**config.mk**
```make
export PLATFORM = sky130hd
export DESIGN_NAME = deac_ctrl
export DESIGN_NICKNAME = d
export VERILOG_FILES = /design/src/design/deac_pkg.sv /design/src/design/deac_ctrl.sv /design/src/design/deac_prog_timer.sv
export SDC_FILE = /design/constraint.sdc
export NUM_CORES = 1
export LEC_CHECK = 0
export BUFFER_PORTS_ARGS = -buffer_cell sky130_fd_sc_hd__buf_2
export CELL_PAD_IN_SITES_DETAIL_PLACEMENT = 0
export CELL_PAD_IN_SITES_GLOBAL_PLACEMENT = 1
export CORE_MARGIN = 1
export CORE_UTILIZATION = 45
export CTS_BUF_LIST = sky130_fd_sc_hd__clkbuf_4 sky130_fd_sc_hd__clkbuf_8
export DETAILED_ROUTE_END_ITERATION = 8
export PLACE_DENSITY = 0.78
export SYNTH_ARGS = -nofsm -noshare
export SYNTH_HDL_FRONTEND = slang
export SYNTH_SLANG_ARGS = --single-unit
```
**constraint.sdc**
```tcl
create_clock -name clk_sys -period 3.4 [get_ports clk_sys]
set_input_delay 0.17 -clock clk_sys [delete_from_list [all_inputs] [get_ports clk_sys]]
set_output_delay 0.17 -clock clk_sys [all_outputs]
set_load 0.01 [all_outputs]
```
**src/design/deac_pkg.sv**
```systemverilog
// Package: register map, field layout and timing for the data EEPROM controller
package deac_pkg;

  // ************************************************************
  // Register offsets (8-bit register port)
  // ************************************************************
  localparam logic [7:0] DEAC_OFS_DATA = 8'h08;
  localparam logic [7:0] DEAC_OFS_ADDR = 8'h09;
  localparam logic [7:0] DEAC_OFS_CTRL = 8'h88;
  localparam logic [7:0] DEAC_OFS_UNLOCK = 8'h89;

  // ************************************************************
  // Control/status field positions
  // ************************************************************
  localparam int DEAC_BIT_RD_START = 0;
  localparam int DEAC_BIT_PG_START = 1;
  localparam int DEAC_BIT_PERMIT = 2;
  localparam int DEAC_BIT_ABORT = 3;
  localparam int DEAC_BIT_DONE = 4;
  localparam int DEAC_CTRL_WIDTH = 5;

  // ************************************************************
  // Array geometry, unlock keys, reset values, timing
  // ************************************************************
  localparam int DEAC_DEPTH = 64;
  localparam int DEAC_AW = 6;
  localparam logic [7:0] DEAC_KEY_FIRST = 8'h55;
  localparam logic [7:0] DEAC_KEY_SECOND = 8'haa;
  localparam logic [7:0] DEAC_RST_BYTE = 8'h00;
  localparam logic [4:0] DEAC_RST_CTRL = 5'h00;
  localparam int DEAC_CLK_MHZ = 250;
  localparam int DEAC_PROG_TIME_US = 4;
  localparam int DEAC_PROG_CYCLES = DEAC_PROG_TIME_US * DEAC_CLK_MHZ;
  localparam int DEAC_TW = 16;

  // Unlock sequence states
  typedef enum logic [2:0] {
    UNL_IDLE = 3'b001,
    UNL_GOT1 = 3'b010,
    UNL_ARMED = 3'b100
  } deac_unlock_t;

  // Register port request bundle
  typedef struct packed {
    logic wr;
    logic rd;
    logic [7:0] addr;
    logic [7:0] wdata;
  } deac_req_t;

endpackage

```
**src/design/deac_ctrl.sv**
```systemverilog
// Data EEPROM access controller: registers, unlock, read and program cycle
// Operation
// 64 byte locations 0..3Fh, reached only through address and data.
// Address register is 8 bits; upper two bits decoded, keep zero. Code ignores them, so addresses alias.
// A byte write erases then programs the location, no erase command.
// Write cycle length set by an internal timer, not software.
// Processor access works while code protection blocks programmer.
// Control bits 7:5 do not exist and read zero.
// Read-start and program-start settable only; hardware clears them.
// Program-permit bit 2 must be set for a write to proceed.
// Power-up clears the program-permit bit.
// Abort flag bit 3 set when pin or watchdog reset cuts a write.
// Address and data survive an aborting reset for retry.
// Done flag bit 4 set on write completion; software clears it.
// Unlock register has no storage and reads zero.
// Read-start bit 0 loads data register next cycle, clears itself.
// Data register holds read byte until next read or software write.
// Software loads address and data before the unlock sequence.
// Write starts only after 55h, AAh to unlock, then program-start.
// Program-start cannot be set while program-permit is clear.
// Clearing program-permit during a write does not stop it.
// New read or program starts are ignored during a write.
// Timer length is a parameter; other writes reset unlock sequence.
//
// Implementation choice: the plain strobed port.
`timescale 1ns/1ps
`default_nettype none
module deac_ctrl
  import deac_pkg::*;
#(
  parameter logic [DEAC_TW-1:0] PROG_CYCLES = DEAC_TW'(DEAC_PROG_CYCLES)
) (
  // Clock, enable and resets
  input wire logic clk_sys,
  input wire logic sys_rst,
  input wire logic clk_en,
  input wire logic external_reset_pin,
  input wire logic watchdog_timer,
  // Code protection strap for the programmer path
  input wire logic code_protect,
  // Register port
  input wire logic [7:0] reg_addr,
  input wire logic [7:0] reg_wdata,
  input wire logic reg_wr,
  input wire logic reg_rd,
  output logic [7:0] reg_rdata,
  // Programmer access port
  input wire logic [5:0] prg_addr,
  output logic [7:0] prg_rdata,
  output logic prg_denied,
  // Status
  output logic prog_busy
);

  // ************************************************************
  // Pin synchronisers for the warm reset sources
  // ************************************************************
  logic [2:0] pin_sync_reg, pin_sync_next;
  logic [2:0] wdt_sync_reg, wdt_sync_next;
  logic pin_lvl_reg, pin_lvl_next;
  logic wdt_lvl_reg, wdt_lvl_next;
  logic warm_rst;

  // A level counts once the last two stages agree
  always_comb begin
    pin_sync_next = {pin_sync_reg[1:0], external_reset_pin};
    wdt_sync_next = {wdt_sync_reg[1:0], watchdog_timer};
    pin_lvl_next = pin_lvl_reg;
    wdt_lvl_next = wdt_lvl_reg;
    if (pin_sync_reg[1] == pin_sync_reg[2]) begin
      pin_lvl_next = pin_sync_reg[2];
    end
    if (wdt_sync_reg[1] == wdt_sync_reg[2]) begin
      wdt_lvl_next = wdt_sync_reg[2];
    end
  end

  // Either source acts as a warm reset of the controller
  assign warm_rst = pin_lvl_reg | wdt_lvl_reg;

  // ************************************************************
  // Request decode
  // ************************************************************
  deac_req_t req;
  assign req = '{wr: reg_wr, rd: reg_rd, addr: reg_addr, wdata: reg_wdata};

  logic wr_data, wr_addr, wr_ctrl, wr_unlock;
  always_comb begin
    wr_data = 1'b0;
    wr_addr = 1'b0;
    wr_ctrl = 1'b0;
    wr_unlock = 1'b0;
    if (req.wr && req.addr == DEAC_OFS_DATA) begin
      wr_data = 1'b1;
    end else if (req.wr && req.addr == DEAC_OFS_ADDR) begin
      wr_addr = 1'b1;
    end else if (req.wr && req.addr == DEAC_OFS_CTRL) begin
      wr_ctrl = 1'b1;
    end else if (req.wr && req.addr == DEAC_OFS_UNLOCK) begin
      wr_unlock = 1'b1;
    end
  end

  // ************************************************************
  // Storage array and working registers
  // ************************************************************
  logic [7:0] mem_reg [DEAC_DEPTH];
  logic [7:0] data_reg, data_next;
  logic [7:0] addr_reg, addr_next;
  logic permit_reg, permit_next;
  logic abort_reg, abort_next;
  logic done_reg, done_next;
  logic rd_pend_reg, rd_pend_next;
  logic pg_reg, pg_next;
  logic [DEAC_AW-1:0] pg_addr_reg, pg_addr_next;
  logic [7:0] pg_data_reg, pg_data_next;
  deac_unlock_t unl_reg, unl_next;
  logic [7:0] rdata_reg, rdata_next;
  logic [7:0] prg_rdata_reg, prg_rdata_next;
  logic prg_denied_reg, prg_denied_next;
  logic tmr_start, tmr_done;
  logic [4:0] ctrl_view;

  // Unimplemented upper bits read as zero
  assign ctrl_view = {done_reg, abort_reg, permit_reg, pg_reg, rd_pend_reg};

  always_comb begin
    data_next = data_reg;
    addr_next = addr_reg;
    permit_next = permit_reg;
    abort_next = abort_reg;
    done_next = done_reg;
    rd_pend_next = 1'b0;
    pg_next = pg_reg;
    pg_addr_next = pg_addr_reg;
    pg_data_next = pg_data_reg;
    unl_next = unl_reg;
    tmr_start = 1'b0;

    // Unlock: any other register write breaks the sequence
    if (wr_unlock) begin
      if (req.wdata == DEAC_KEY_FIRST) begin
        unl_next = UNL_GOT1;
      end else if (req.wdata == DEAC_KEY_SECOND && unl_reg == UNL_GOT1) begin
        unl_next = UNL_ARMED;
      end else begin
        unl_next = UNL_IDLE;
      end
    end else if (wr_data || wr_addr || wr_ctrl) begin
      unl_next = UNL_IDLE;
    end

    if (wr_data) begin
      data_next = req.wdata;
    end
    if (wr_addr) begin
      addr_next = req.wdata;
    end

    if (wr_ctrl) begin
      permit_next = req.wdata[DEAC_BIT_PERMIT];
      abort_next = req.wdata[DEAC_BIT_ABORT];
      // Software may clear done; a same-cycle completion still sets it
      done_next = req.wdata[DEAC_BIT_DONE];
      if (!pg_reg) begin
        if (req.wdata[DEAC_BIT_RD_START]) begin
          rd_pend_next = 1'b1;
        end
        if (req.wdata[DEAC_BIT_PG_START] && permit_reg
            && unl_reg == UNL_ARMED) begin
          pg_next = 1'b1;
          pg_addr_next = addr_reg[DEAC_AW-1:0];
          pg_data_next = data_reg;
          tmr_start = 1'b1;
        end
      end
    end

    // Read lands in the data register the cycle after it was set
    if (rd_pend_reg) begin
      data_next = mem_reg[addr_reg[DEAC_AW-1:0]];
    end

    if (tmr_done) begin
      pg_next = 1'b0;
      done_next = 1'b1;
    end
  end

  // ************************************************************
  // Register read port
  // ************************************************************
  always_comb begin
    rdata_next = 8'h00;
    if (req.rd && req.addr == DEAC_OFS_DATA) begin
      rdata_next = data_reg;
    end else if (req.rd && req.addr == DEAC_OFS_ADDR) begin
      rdata_next = addr_reg;
    end else if (req.rd && req.addr == DEAC_OFS_CTRL) begin
      rdata_next = {3'h0, ctrl_view};
    end else if (req.rd && req.addr == DEAC_OFS_UNLOCK) begin
      rdata_next = 8'h00;
    end
  end

  // Programmer path is cut off while code protection is on
  always_comb begin
    prg_denied_next = code_protect;
    prg_rdata_next = 8'h00;
    if (!code_protect) begin
      prg_rdata_next = mem_reg[prg_addr];
    end
  end

  // ************************************************************
  // Program-cycle timer
  // ************************************************************
  deac_prog_timer #(
    .CYCLES(PROG_CYCLES)
  ) u_timer (
    .clk_sys(clk_sys),
    .sys_rst(sys_rst),
    .clk_en(clk_en),
    .start(tmr_start),
    .abort(warm_rst),
    .busy(),
    .done(tmr_done)
  );

  // ************************************************************
  // State registers
  // ************************************************************
  always_ff @(posedge clk_sys) begin
    if (sys_rst) begin
      pin_sync_reg <= 3'h0;
      wdt_sync_reg <= 3'h0;
      pin_lvl_reg <= 1'b0;
      wdt_lvl_reg <= 1'b0;
    end else if (clk_en) begin
      pin_sync_reg <= pin_sync_next;
      wdt_sync_reg <= wdt_sync_next;
      pin_lvl_reg <= pin_lvl_next;
      wdt_lvl_reg <= wdt_lvl_next;
    end
  end

  always_ff @(posedge clk_sys) begin
    if (sys_rst) begin
      data_reg <= DEAC_RST_BYTE;
      addr_reg <= DEAC_RST_BYTE;
      {done_reg, abort_reg, permit_reg, pg_reg, rd_pend_reg}
        <= DEAC_RST_CTRL;
      pg_addr_reg <= '0;
      pg_data_reg <= DEAC_RST_BYTE;
      unl_reg <= UNL_IDLE;
      rdata_reg <= 8'h00;
      prg_rdata_reg <= 8'h00;
      prg_denied_reg <= 1'b0;
    end else if (clk_en && warm_rst) begin
      // Warm reset: address and data kept for a retry
      abort_reg <= abort_reg | pg_reg;
      permit_reg <= 1'b0;
      pg_reg <= 1'b0;
      rd_pend_reg <= 1'b0;
      unl_reg <= UNL_IDLE;
      rdata_reg <= 8'h00;
      // Programmer port is not part of the warm reset domain
      prg_rdata_reg <= prg_rdata_next;
      prg_denied_reg <= prg_denied_next;
    end else if (clk_en) begin
      data_reg <= data_next;
      addr_reg <= addr_next;
      permit_reg <= permit_next;
      abort_reg <= abort_next;
      done_reg <= done_next;
      rd_pend_reg <= rd_pend_next;
      pg_reg <= pg_next;
      pg_addr_reg <= pg_addr_next;
      pg_data_reg <= pg_data_next;
      unl_reg <= unl_next;
      rdata_reg <= rdata_next;
      prg_rdata_reg <= prg_rdata_next;
      prg_denied_reg <= prg_denied_next;
    end
  end

  // ************************************************************
  // Array update
  // ************************************************************
  // Erase and program collapse to one byte overwrite at cycle end
  // No reset here: stored bytes must survive every reset source
  always_ff @(posedge clk_sys) begin
    if (clk_en && tmr_done && !warm_rst) begin
      mem_reg[pg_addr_reg] <= pg_data_reg;
    end
  end

  // ************************************************************
  // Outputs
  // ************************************************************
  // Every output is a flop, so no decode glitch reaches the pins
  assign reg_rdata = rdata_reg;
  assign prg_rdata = prg_rdata_reg;
  assign prg_denied = prg_denied_reg;
  assign prog_busy = pg_reg;

endmodule
`default_nettype wire

```
**src/design/deac_prog_timer.sv**
```systemverilog
// Program-cycle timer: counts a write cycle from start to done
`timescale 1ns/1ps
`default_nettype none
module deac_prog_timer
  import deac_pkg::*;
#(
  parameter logic [DEAC_TW-1:0] CYCLES = DEAC_TW'(DEAC_PROG_CYCLES)
) (
  // Clock and control
  input wire logic clk_sys,
  input wire logic sys_rst,
  input wire logic clk_en,
  // Timer handshake
  input wire logic start,
  input wire logic abort,
  output logic busy,
  output logic done
);
  logic [DEAC_TW-1:0] cnt_reg, cnt_next;
  logic busy_reg, busy_next;
  logic done_reg, done_next;

  always_comb begin
    cnt_next = cnt_reg;
    busy_next = busy_reg;
    done_next = 1'b0;
    if (abort) begin
      busy_next = 1'b0;
      cnt_next = '0;
    end else if (busy_reg) begin
      if (cnt_reg == CYCLES - 1'b1) begin
        busy_next = 1'b0;
        done_next = 1'b1;
        cnt_next = '0;
      end else begin
        cnt_next = cnt_reg + 1'b1;
      end
    end else if (start) begin
      busy_next = 1'b1;
      cnt_next = '0;
    end
  end

  always_ff @(posedge clk_sys) begin
    if (sys_rst) begin
      cnt_reg <= '0;
      busy_reg <= 1'b0;
      done_reg <= 1'b0;
    end else if (clk_en) begin
      cnt_reg <= cnt_next;
      busy_reg <= busy_next;
      done_reg <= done_next;
    end
  end

  assign busy = busy_reg;
  assign done = done_reg;
endmodule
`default_nettype wire

```
# Word-level counts from Yosys, hierarchy flattened
# Memories as Yosys holds them, arrays and structs flattened. A register that Yosys moved wholly into a read port is not among the register bits.
# Cells that the tools add are included.
[op_classes] addsub=1 eq_ne=11 n_mux=53 n_bitwise=4 reduce_logical=34
[op_table] cell="2-to-1 mux 16 bit" n=4
[op_table] cell="2-to-1 mux 8 bit" n=7
[op_table] cell="2-to-1 mux 1 bit" n=35
[op_table] cell="== test 8 bit, second input constant" n=3
[op_table] cell="adder 16 x 1 -> 16 bit, second input constant" n=1
[op_table] cell="== test 16 x 10 -> 1 bit, second input constant" n=1
[op_table] cell="== test 8 x 4 -> 1 bit, second input constant" n=2
[op_table] cell="AND reduction 2 bit" n=7
[op_table] cell="logical AND 1 bit" n=13
[op_table] cell="2-to-1 mux 3 bit" n=4
[op_table] cell="2-to-1 mux 6 bit" n=2
[op_table] cell="nonzero test 2 bit" n=5
[op_table] cell="AND reduction 3 bit" n=3
[op_table] cell="== test 8 x 7 -> 1 bit, second input constant" n=1
[op_table] cell="2-to-1 mux 5 bit" n=1
[op_table] cell="AND reduction 5 bit" n=1
[op_table] cell="== test 3 x 2 -> 1 bit, second input constant" n=1
[op_table] cell="== test 3 bit, second input constant" n=1
[op_table] cell="nonzero test 3 bit" n=1
[op_table] cell="== test 1 bit" n=2
[op_table] cell="logical OR 1 bit" n=2
[op_table] cell="inverter 1 bit" n=2
[op_table] cell="OR 1 bit" n=2
[op_table] cell="OR reduction 2 bit" n=1
[op_table] cell="logical NOT 1 bit" n=1
[totals] register_bits=81 mem_bits_rw=512 input_bits=30 n_memories=1
[mem_list] name="mem_reg" words=64 word_bits=8 read_ports=2 rd_clocked_by_memory_dff=1 wr=1 line="deac_ctrl.sv:107" source="logic [7:0] mem_reg [DEAC_DEPTH];"

# Logic depth before layout (Yosys ltp)
# Gate-level depths: netlist of the first run.
[logic_depth] depth_word=9 depth_mapped=10 mapped_depth_nobuf=6

# Hierarchy
# Synthesis of the first run repeated with hierarchy kept, for this count alone.
[unflattened] cells_unflattened=1650 area_unflattened_um2=27876.7
[by_module_without_submodules] module="deac_ctrl" instances=1 cells_per_inst=1511 area_each_um2=26735.6
[by_module_without_submodules] module="deac_prog_timer" instances=1 cells_per_inst=139 area_each_um2=1141.1

# Worst setup path before layout of the first run
# Ideal clock, no wire load.
[synth_timing] kind="register to register" start="register wdt_lvl_reg" end="memory mem_reg[62][0] (enable)" setup_time_ps=370 arrival_time_ps=1953 t_required_ps=3030 path_slack_ps=1076 stages_incl_launch_ff=6 period_less_slack_ps=2324 path_cell_list="dfxtp_1 or3b_2 clkbuf_1 nor3b_1 nand3_1 nor2_1"
[synth_between] elab_chain_cells=5
[synth_lines] element="start, declared" line="deac_ctrl.sv:61" source="logic wdt_lvl_reg, wdt_lvl_next;"
[synth_lines] element="start signal, assigned" line="deac_ctrl.sv:243" source="wdt_lvl_reg <= wdt_lvl_next;"
[synth_lines] element="OR 1 bit" line="deac_ctrl.sv:79" source="assign warm_rst = pin_lvl_reg | wdt_lvl_reg;"
[synth_lines] element="logical NOT 1 bit" line="deac_ctrl.sv:293" source="if (clk_en && tmr_done && !warm_rst) begin"
[synth_lines] element="logical AND 1 bit" line="deac_ctrl.sv:293"
[synth_lines] element="2-to-1 mux 1 bit" line="deac_ctrl.sv:293"
[synth_lines] element="2-to-1 mux 1 bit (implied by the code)" line="deac_ctrl.sv:294" source="mem_reg[pg_addr_reg] <= pg_data_reg;"
[synth_lines] element="end, declared" line="deac_ctrl.sv:107"
# Every way passes these cells.

# Final worst setup path of the first run
[layout_timing] start="register wdt_lvl_reg" end="memory mem_reg[14][0] (enable)"
# The elaborated chain is that of the path after synthesis.

==> flow_metrics.py, run 1 <==
metrics = {
    "status": {
        "status": "finished, final reports clean",
    },
    "die": {
        "die_w_um": 250,
        "rows": 90,
        "start_util": 0.456,
        "die_h_um": 250,
        "dieArea_mm2": 0.0623,
        "ioPinCount": 48,
        "coreArea_mm2": 0.0605,
    },
    "yosys": {
        "syn_inst": 1647,
        "async_reset_ff_frac": 0,
        "synth-edff-count": 512,
        "synth_cell_types": 66,
        "synth_seq_cells": 599,
        "ys_seq_area_frac": 0.621,
        "syn_area_mm2": 0.0276,
        "synth_area_per_cell_um2": 16.7,
        "syn_nets": 1678,
        "synth_warnings": 0,
        "synth_ff_type": "edfxtp_1",
    },
    "routing": {
        "firstDrtPassIters": 6,
        "vias_per_cell": 6.43,
        "antenna_left": 0,
        "drt-total-wl_um": 77600,
        "avgRoutedWirePerCell_um": 28.9,
        "drt_iter0_markers": 2428,
        "vias": 17300,
        "drcViolationCount": 0,
    },
    "critical_path": {
        "required_ns": 3.79,
        "crit_path_max_fanout": 8,
        "critPathKind": "reg2reg",
        "end_kind": "flip-flop",
        "cp-start-kind": "flip-flop",
        "arrival_ns": 3.09,
    },
    "timing": {
        "finalSetupViolCount": 0,
        "max_freq_mhz": 370,
        "relSlewSlack": 0.0802,
        "worst_slew_pin_slew_ns": 1.38,
        "post-route-min-period_ns": 2.70,
        "fin_skew_ns": 0.0230,
        "drv_slew": 0,
        "period_share": 0.794,
        "hold_viol": 0,
        "rsz0062_at_grt": "no",
        "fin_tns_setup_ns": 0,
    },
    "grt": {
        "grt_pass1_wl_um": 115000,
        "grt_overflow": 0,
        "grt_usage": 0.252,
        "antenna_found_initial": 3,
        "grt_pass1_vias": 17000,
        "grt_start_max_net_pins": 66,
    },
    "power": {
        "p_leak_nw": 11.2,
        "peakVddDrop_mv": 0.270,
        "powerDensity_mw_per_mm2": 459,
    },
    "finish": {
        "area_growth_pct": 14.0,
        "fillers": 4871,
        "largest_register_ffs": 512,
        "finalNonFillerCells": 2683,
        "final_cell_mix": "edfxtp_1, mux4_2, nor2_1, buf_4, clkbuf_8",
        "drive_above_1_share": 0.326,
        "layout_commonest_cell": "edfxtp_1",
        "post-route-util": 0.520,
        "nNetsFinal": 1848,
    },
    "clock_network": {
        "h-tree-depth": 3,
        "clk-insertion-delay-late_ns": 0.70,
        "cts_resized": 0,
        "clock-sinks": 599,
        "cts_hold_repair.buffers": 27,
        "cts_buffers": 96,
        "clockBufferDepth": 3,
        "postCtsSetupRepairBufs": 0,
        "cts_tree": "yes",
        "cts_root_buf": "clkbuf_8",
        "path_clk_slew_ns": 0.07,
    },
    "place": {
        "io_buffers": 47,
        "hpwl_um": 52000,
        "dp.cells": 2474,
        "place_congestion": 0.924,
    },
    "worst_hold_path": {
        "hp-class": "in2reg",
    },
    "flow_run": {
        "drv_cap": 0,
    },
}
[worst max-delay path: stages (launching register included)]
cell and delay (ns):
dfxtp_1 0.33, or3b_2 0.51, nor3b_1 0.43, nand3_1 0.45, buf_4 0.34, nor2_1 0.13, buf_4 0.21
[cell usage after synthesis, drive strengths merged (6+ instances only)]
library cell  count  share of area
edfxtp          512           0.56
nor3             22         0.0040
mux2i            56          0.020
o21ai            40         0.0073
o221ai            7         0.0022
nand2            81          0.011
nor2            139          0.019
a22oi            63          0.017
nor2b            11         0.0025
nand2b            9         0.0020
inv               7        0.00095
clkbuf           60         0.0083
a211oi           12         0.0033
buf              61          0.011
a221oi           18         0.0057
or3               9         0.0020
mux4            260           0.21
nor3b             7         0.0019
dfxtp            87          0.063
a21oi            45         0.0082
nor4              6         0.0019
and2              6         0.0014
o31ai             7         0.0021
nand3            23         0.0042
nand4             7         0.0016
mux2              9         0.0037
[per-stage QoR]
step | power [mW] | setup slack [ns] | hold WS, ns | instance area (um2)
2_1_floorplan | 8.28 | 1.08 | 0.310 | 27600
3_3_place_gp | 8.42 | 0.789 | 0.418 | 29300
3_5_place_dp | 8.42 | 0.762 | 0.424 | 29300
4_1_cts | 14.5 | 0.792 | 0.0413 | 31400
5_1_grt | 14.8 | 0.591 | 0.0671 | 31400
6_report | 14.4 | 0.700 | 0.101 | 31400
[per-layer routing]
layer  part of all wire  track usage
met3               0.11       0.0682
met2               0.46        0.376
met1               0.40        0.361
met4              0.030       0.0808
met5                  0            0
[path summary, 6_finish.rpt]
check / cells after the start / end / slack (ns) / from
hold / removal: 5 / reg_rdata[2] / 0.10 / reg_addr[0]
setup / recovery: 6 / mem_reg[14][0] / 0.70 / wdt_lvl_reg
hold reg to reg: 2 / addr_reg[7] / 0.46 / addr_reg[7]
setup reg to reg: 6 / mem_reg[14][0] / 0.70 / wdt_lvl_reg
[final cells by class]
type / instances / area, um2 / area share
flip-flops and latches: 599 / 17100 / 0.545
inverters: 8 / 30.0 / 0.000955
clock inverters: 59 / 334 / 0.0106
diodes: 2 / 5.00 / 0.000159
clock buffers: 121 / 1550 / 0.0494
well taps: 782 / 978 / 0.0311
repair buffers: 193 / 1500 / 0.0477
multi-input cells: 919 / 9890 / 0.315
[cells by family (layout without fill, tap and decap cells)]
kind of cell	after synthesis	in the layout	synth area share
adder cells (fa/ha/maj)	1	1	0.000454
other	0	2	0
flip-flops	599	599	0.621
AO/OA/AOI/OAI	234	234	0.0583
multiplexers	325	325	0.236
AND/OR/NAND/NOR	359	359	0.0635
buffers and inverters	129	381	0.0205
[report_power, final]
| group | switching, mW | internal [mW] |
|---|---|---|
| logic | 0.248 | 0.166 |
| clock network | 2.96 | 3.17 |
| registers | 0.0115 | 7.86 |
| total | 3.22 | 11.2 |
Power figures use the tool's default switching activity.
==> run 2, diff against run 1 <==
--- a/config.mk
+++ b/config.mk
@@ -12,7 +12,7 @@
 export CORE_UTILIZATION = 45
 export CTS_BUF_LIST = sky130_fd_sc_hd__clkbuf_4 sky130_fd_sc_hd__clkbuf_8
 export DETAILED_ROUTE_END_ITERATION = 8
-export PLACE_DENSITY = 0.78
+export PLACE_DENSITY = 0.8
 export SYNTH_ARGS = -nofsm -noshare
 export SYNTH_HDL_FRONTEND = slang
 export SYNTH_SLANG_ARGS = --single-unit
==> constraint.sdc (replaced) <==
create_clock -name clk_sys -period 2.2 [get_ports clk_sys]
set_input_delay 0.11 -clock clk_sys [delete_from_list [all_inputs] [get_ports clk_sys]]
set_output_delay 0.11 -clock clk_sys [all_outputs]
set_load 0.01 [all_outputs]
==> run 2 against run 1 <==
- clock power up 61%
- setup slack worse by 0.70 ns
- non-clock buffer count up 157
- final area rose by 6.4%
- maximum frequency up 23%
- highest routed layer unchanged
- sequential share of layout area is 3.3 points lower
==> flow_metrics.py, run 2 (synthesis results as in run 1) <==
metrics = {
    "status": {
        "status": "finished, final reports clean",
    },
    "finish": {
        "finalNonFillerCells": 2826,
        "nNetsFinal": 2004,
        "final_cell_mix": "edfxtp_1, mux4_2, buf_4, nor2_1, clkbuf_8",
        "layout_commonest_cell": "edfxtp_1",
        "drive_above_1_share": 0.405,
        "largest_register_ffs": 512,
        "fillers": 4606,
        "area_growth_pct": 21.3,
        "post-route-util": 0.553,
    },
    "critical_path": {
        "critPathKind": "reg2reg",
        "arrival_ns": 2.75,
        "critPathMostFrequentCell": "buf_12",
        "worst-path-buf-inv": 4,
        "end_kind": "flip-flop",
        "required_ns": 2.75,
        "crit_path_max_fanout": 12,
        "worstPathCellList": "buf_12 -> buf_12 -> buf_12 -> mux4_2 -> a22oi_1 -> a21oi_1 -> nor2_4 -> buf_4 -> a221oi_1",
        "path_delay_family": "buffers and inverters",
        "slowest_delay_ns": 0.50,
        "critPathSlowestCell": "mux4_2",
        "cp-start-kind": "flip-flop",
    },
    "power": {
        "p_leak_nw": 12.2,
        "power_frac_comb": 0.032,
        "powerDensity_mw_per_mm2": 681,
        "peakVddDrop_mv": 0.398,
        "sw_frac_of_total": 0.215,
        "p_seq_frac": 0.534,
        "p_int_mw": 17.9,
        "clock_power_share": 0.433,
        "switchingPower_mw": 4.89,
    },
    "die": {
        "coreArea_mm2": 0.0605,
        "die_h_um": 250,
        "rows": 90,
        "ioPinCount": 48,
        "dieArea_mm2": 0.0623,
        "die_w_um": 250,
        "start_util": 0.456,
    },
    "timing": {
        "max_freq_mhz": 455,
        "post-route-min-period_ns": 2.20,
        "period_share": 0.999,
        "hold_viol": 0,
        "fin_skew_ns": 0.0270,
        "finalSetupViolCount": 0,
        "worst_slew_pin_slew_ns": 0.803,
        "relSlewSlack": 0.461,
        "rsz0062_at_grt": "yes",
        "drv_slew": 0,
        "fin_ws_ns": 0.00193,
    },
    "routing": {
        "avgRoutedWirePerCell_um": 29.1,
        "antenna_left": 0,
        "vias_per_cell": 6.46,
        "drt-total-wl_um": 82200,
        "vias": 18300,
        "drt_iter0_markers": 2689,
        "drcViolationCount": 0,
        "firstDrtPassIters": 5,
    },
    "clock_network": {
        "cts_buffers": 95,
        "clock-sinks": 599,
        "h-tree-depth": 3,
        "path_clk_slew_ns": 0.07,
        "clockBufferDepth": 3,
        "cts_root_buf": "clkbuf_8",
        "cts_tree": "yes",
        "clk-insertion-delay-late_ns": 0.70,
    },
    "grt": {
        "grt_pass1_wl_um": 121000,
        "antenna_found_initial": 1,
        "grt_pass1_vias": 18300,
        "grt_overflow": 0,
        "grt_start_max_net_pins": 66,
        "grt_usage": 0.266,
    },
    "worst_hold_path": {
        "hp-class": "in2reg",
    },
    "place": {
        "place_congestion": 0.952,
        "io_buffers": 47,
        "hpwl_um": 57400,
        "dp.cells": 2619,
        "dp_slack_ns": -0.155,
    },
    "flow_run": {
        "drv_cap": 0,
    },
}
-- run 2: final cells by class --
type | count | area (um2) | share of cell area
repair buffers | 350 | 3250 | 0.0971
well taps | 782 | 978 | 0.0293
clock inverters | 43 | 390 | 0.0117
inverters | 8 | 30.0 | 0.000898
clock buffers | 124 | 1540 | 0.0462
multi-input cells | 919 | 10100 | 0.303
flip-flops and latches | 599 | 17100 | 0.512
diodes | 1 | 2.50 | 0.0000748
-- run 2: routing by layer --
layer,routed length (um),GRT usage,vias up
li1,-,-,7511
met1,31400,0.365,9321
met2,37900,0.403,1242
met3,9910,0.0748,189
met4,2970,0.102,0
met5,0,0,-
-- run 2: worst paths after layout --
check | to | from | cells past startpoint | slack (ns)
hold reg to reg | addr_reg[7] | addr_reg[7] | 2 | 0.46
setup / recovery | data_reg[4] | flip-flop | 9 | 0.002
hold / removal | unl_reg[0] | reg_wr | 6 | 0.09
setup reg to reg | data_reg[4] | flip-flop | 9 | 0.002
-- run 2: repair_timing --
| action | CTS | global route |
|---|---|---|
| hold endpoints to repair | 65 | 0 |
| buffers inserted | 12 | 0 |
| endpoints found under the setup margin | 158 | 267 |
| pin swaps | 5 | 11 |
| cloned | 3 | 0 |
| hold buffers | 25 | 0 |
| resized for setup | 31 | 31 |
-- run 2: through the flow --
stage / instance area (um2) / total power, mW / TNS, ns / hold WS, ns
3_3_place_gp: 30800 / 13.1 / -17.04 / 0.347
4_1_cts: 33400 / 22.9 / 0 / 0.0322
6_report: 33400 / 22.8 / 0 / 0.0934
2_1_floorplan: 27600 / 12.8 / -22.90 / 0.250
5_1_grt: 33400 / 23.4 / -0.219 / 0.0751
3_5_place_dp: 30800 / 13.1 / -6.15 / 0.357
-- run 2: power groups by stage --
stage | Sequential, mW | Clock (mW) | Combinational, mW
2_1_floorplan | 12.4 | 0 | 0.386
3_3_place_gp | 12.4 | 0 | 0.682
3_5_place_dp | 12.4 | 0 | 0.691
4_1_cts | 12.2 | 10.0 | 0.728
5_1_grt | 12.2 | 10.5 | 0.771
6_report | 12.2 | 9.87 | 0.735
-- run 2: tightest hold or removal path, stage by stage --
cell	delay (ns)
buf_2	0.10
nor4b_2	0.16
buf_4	0.13
nand3_1	0.11
a21oi_1	0.07
o21ai_0	0.06
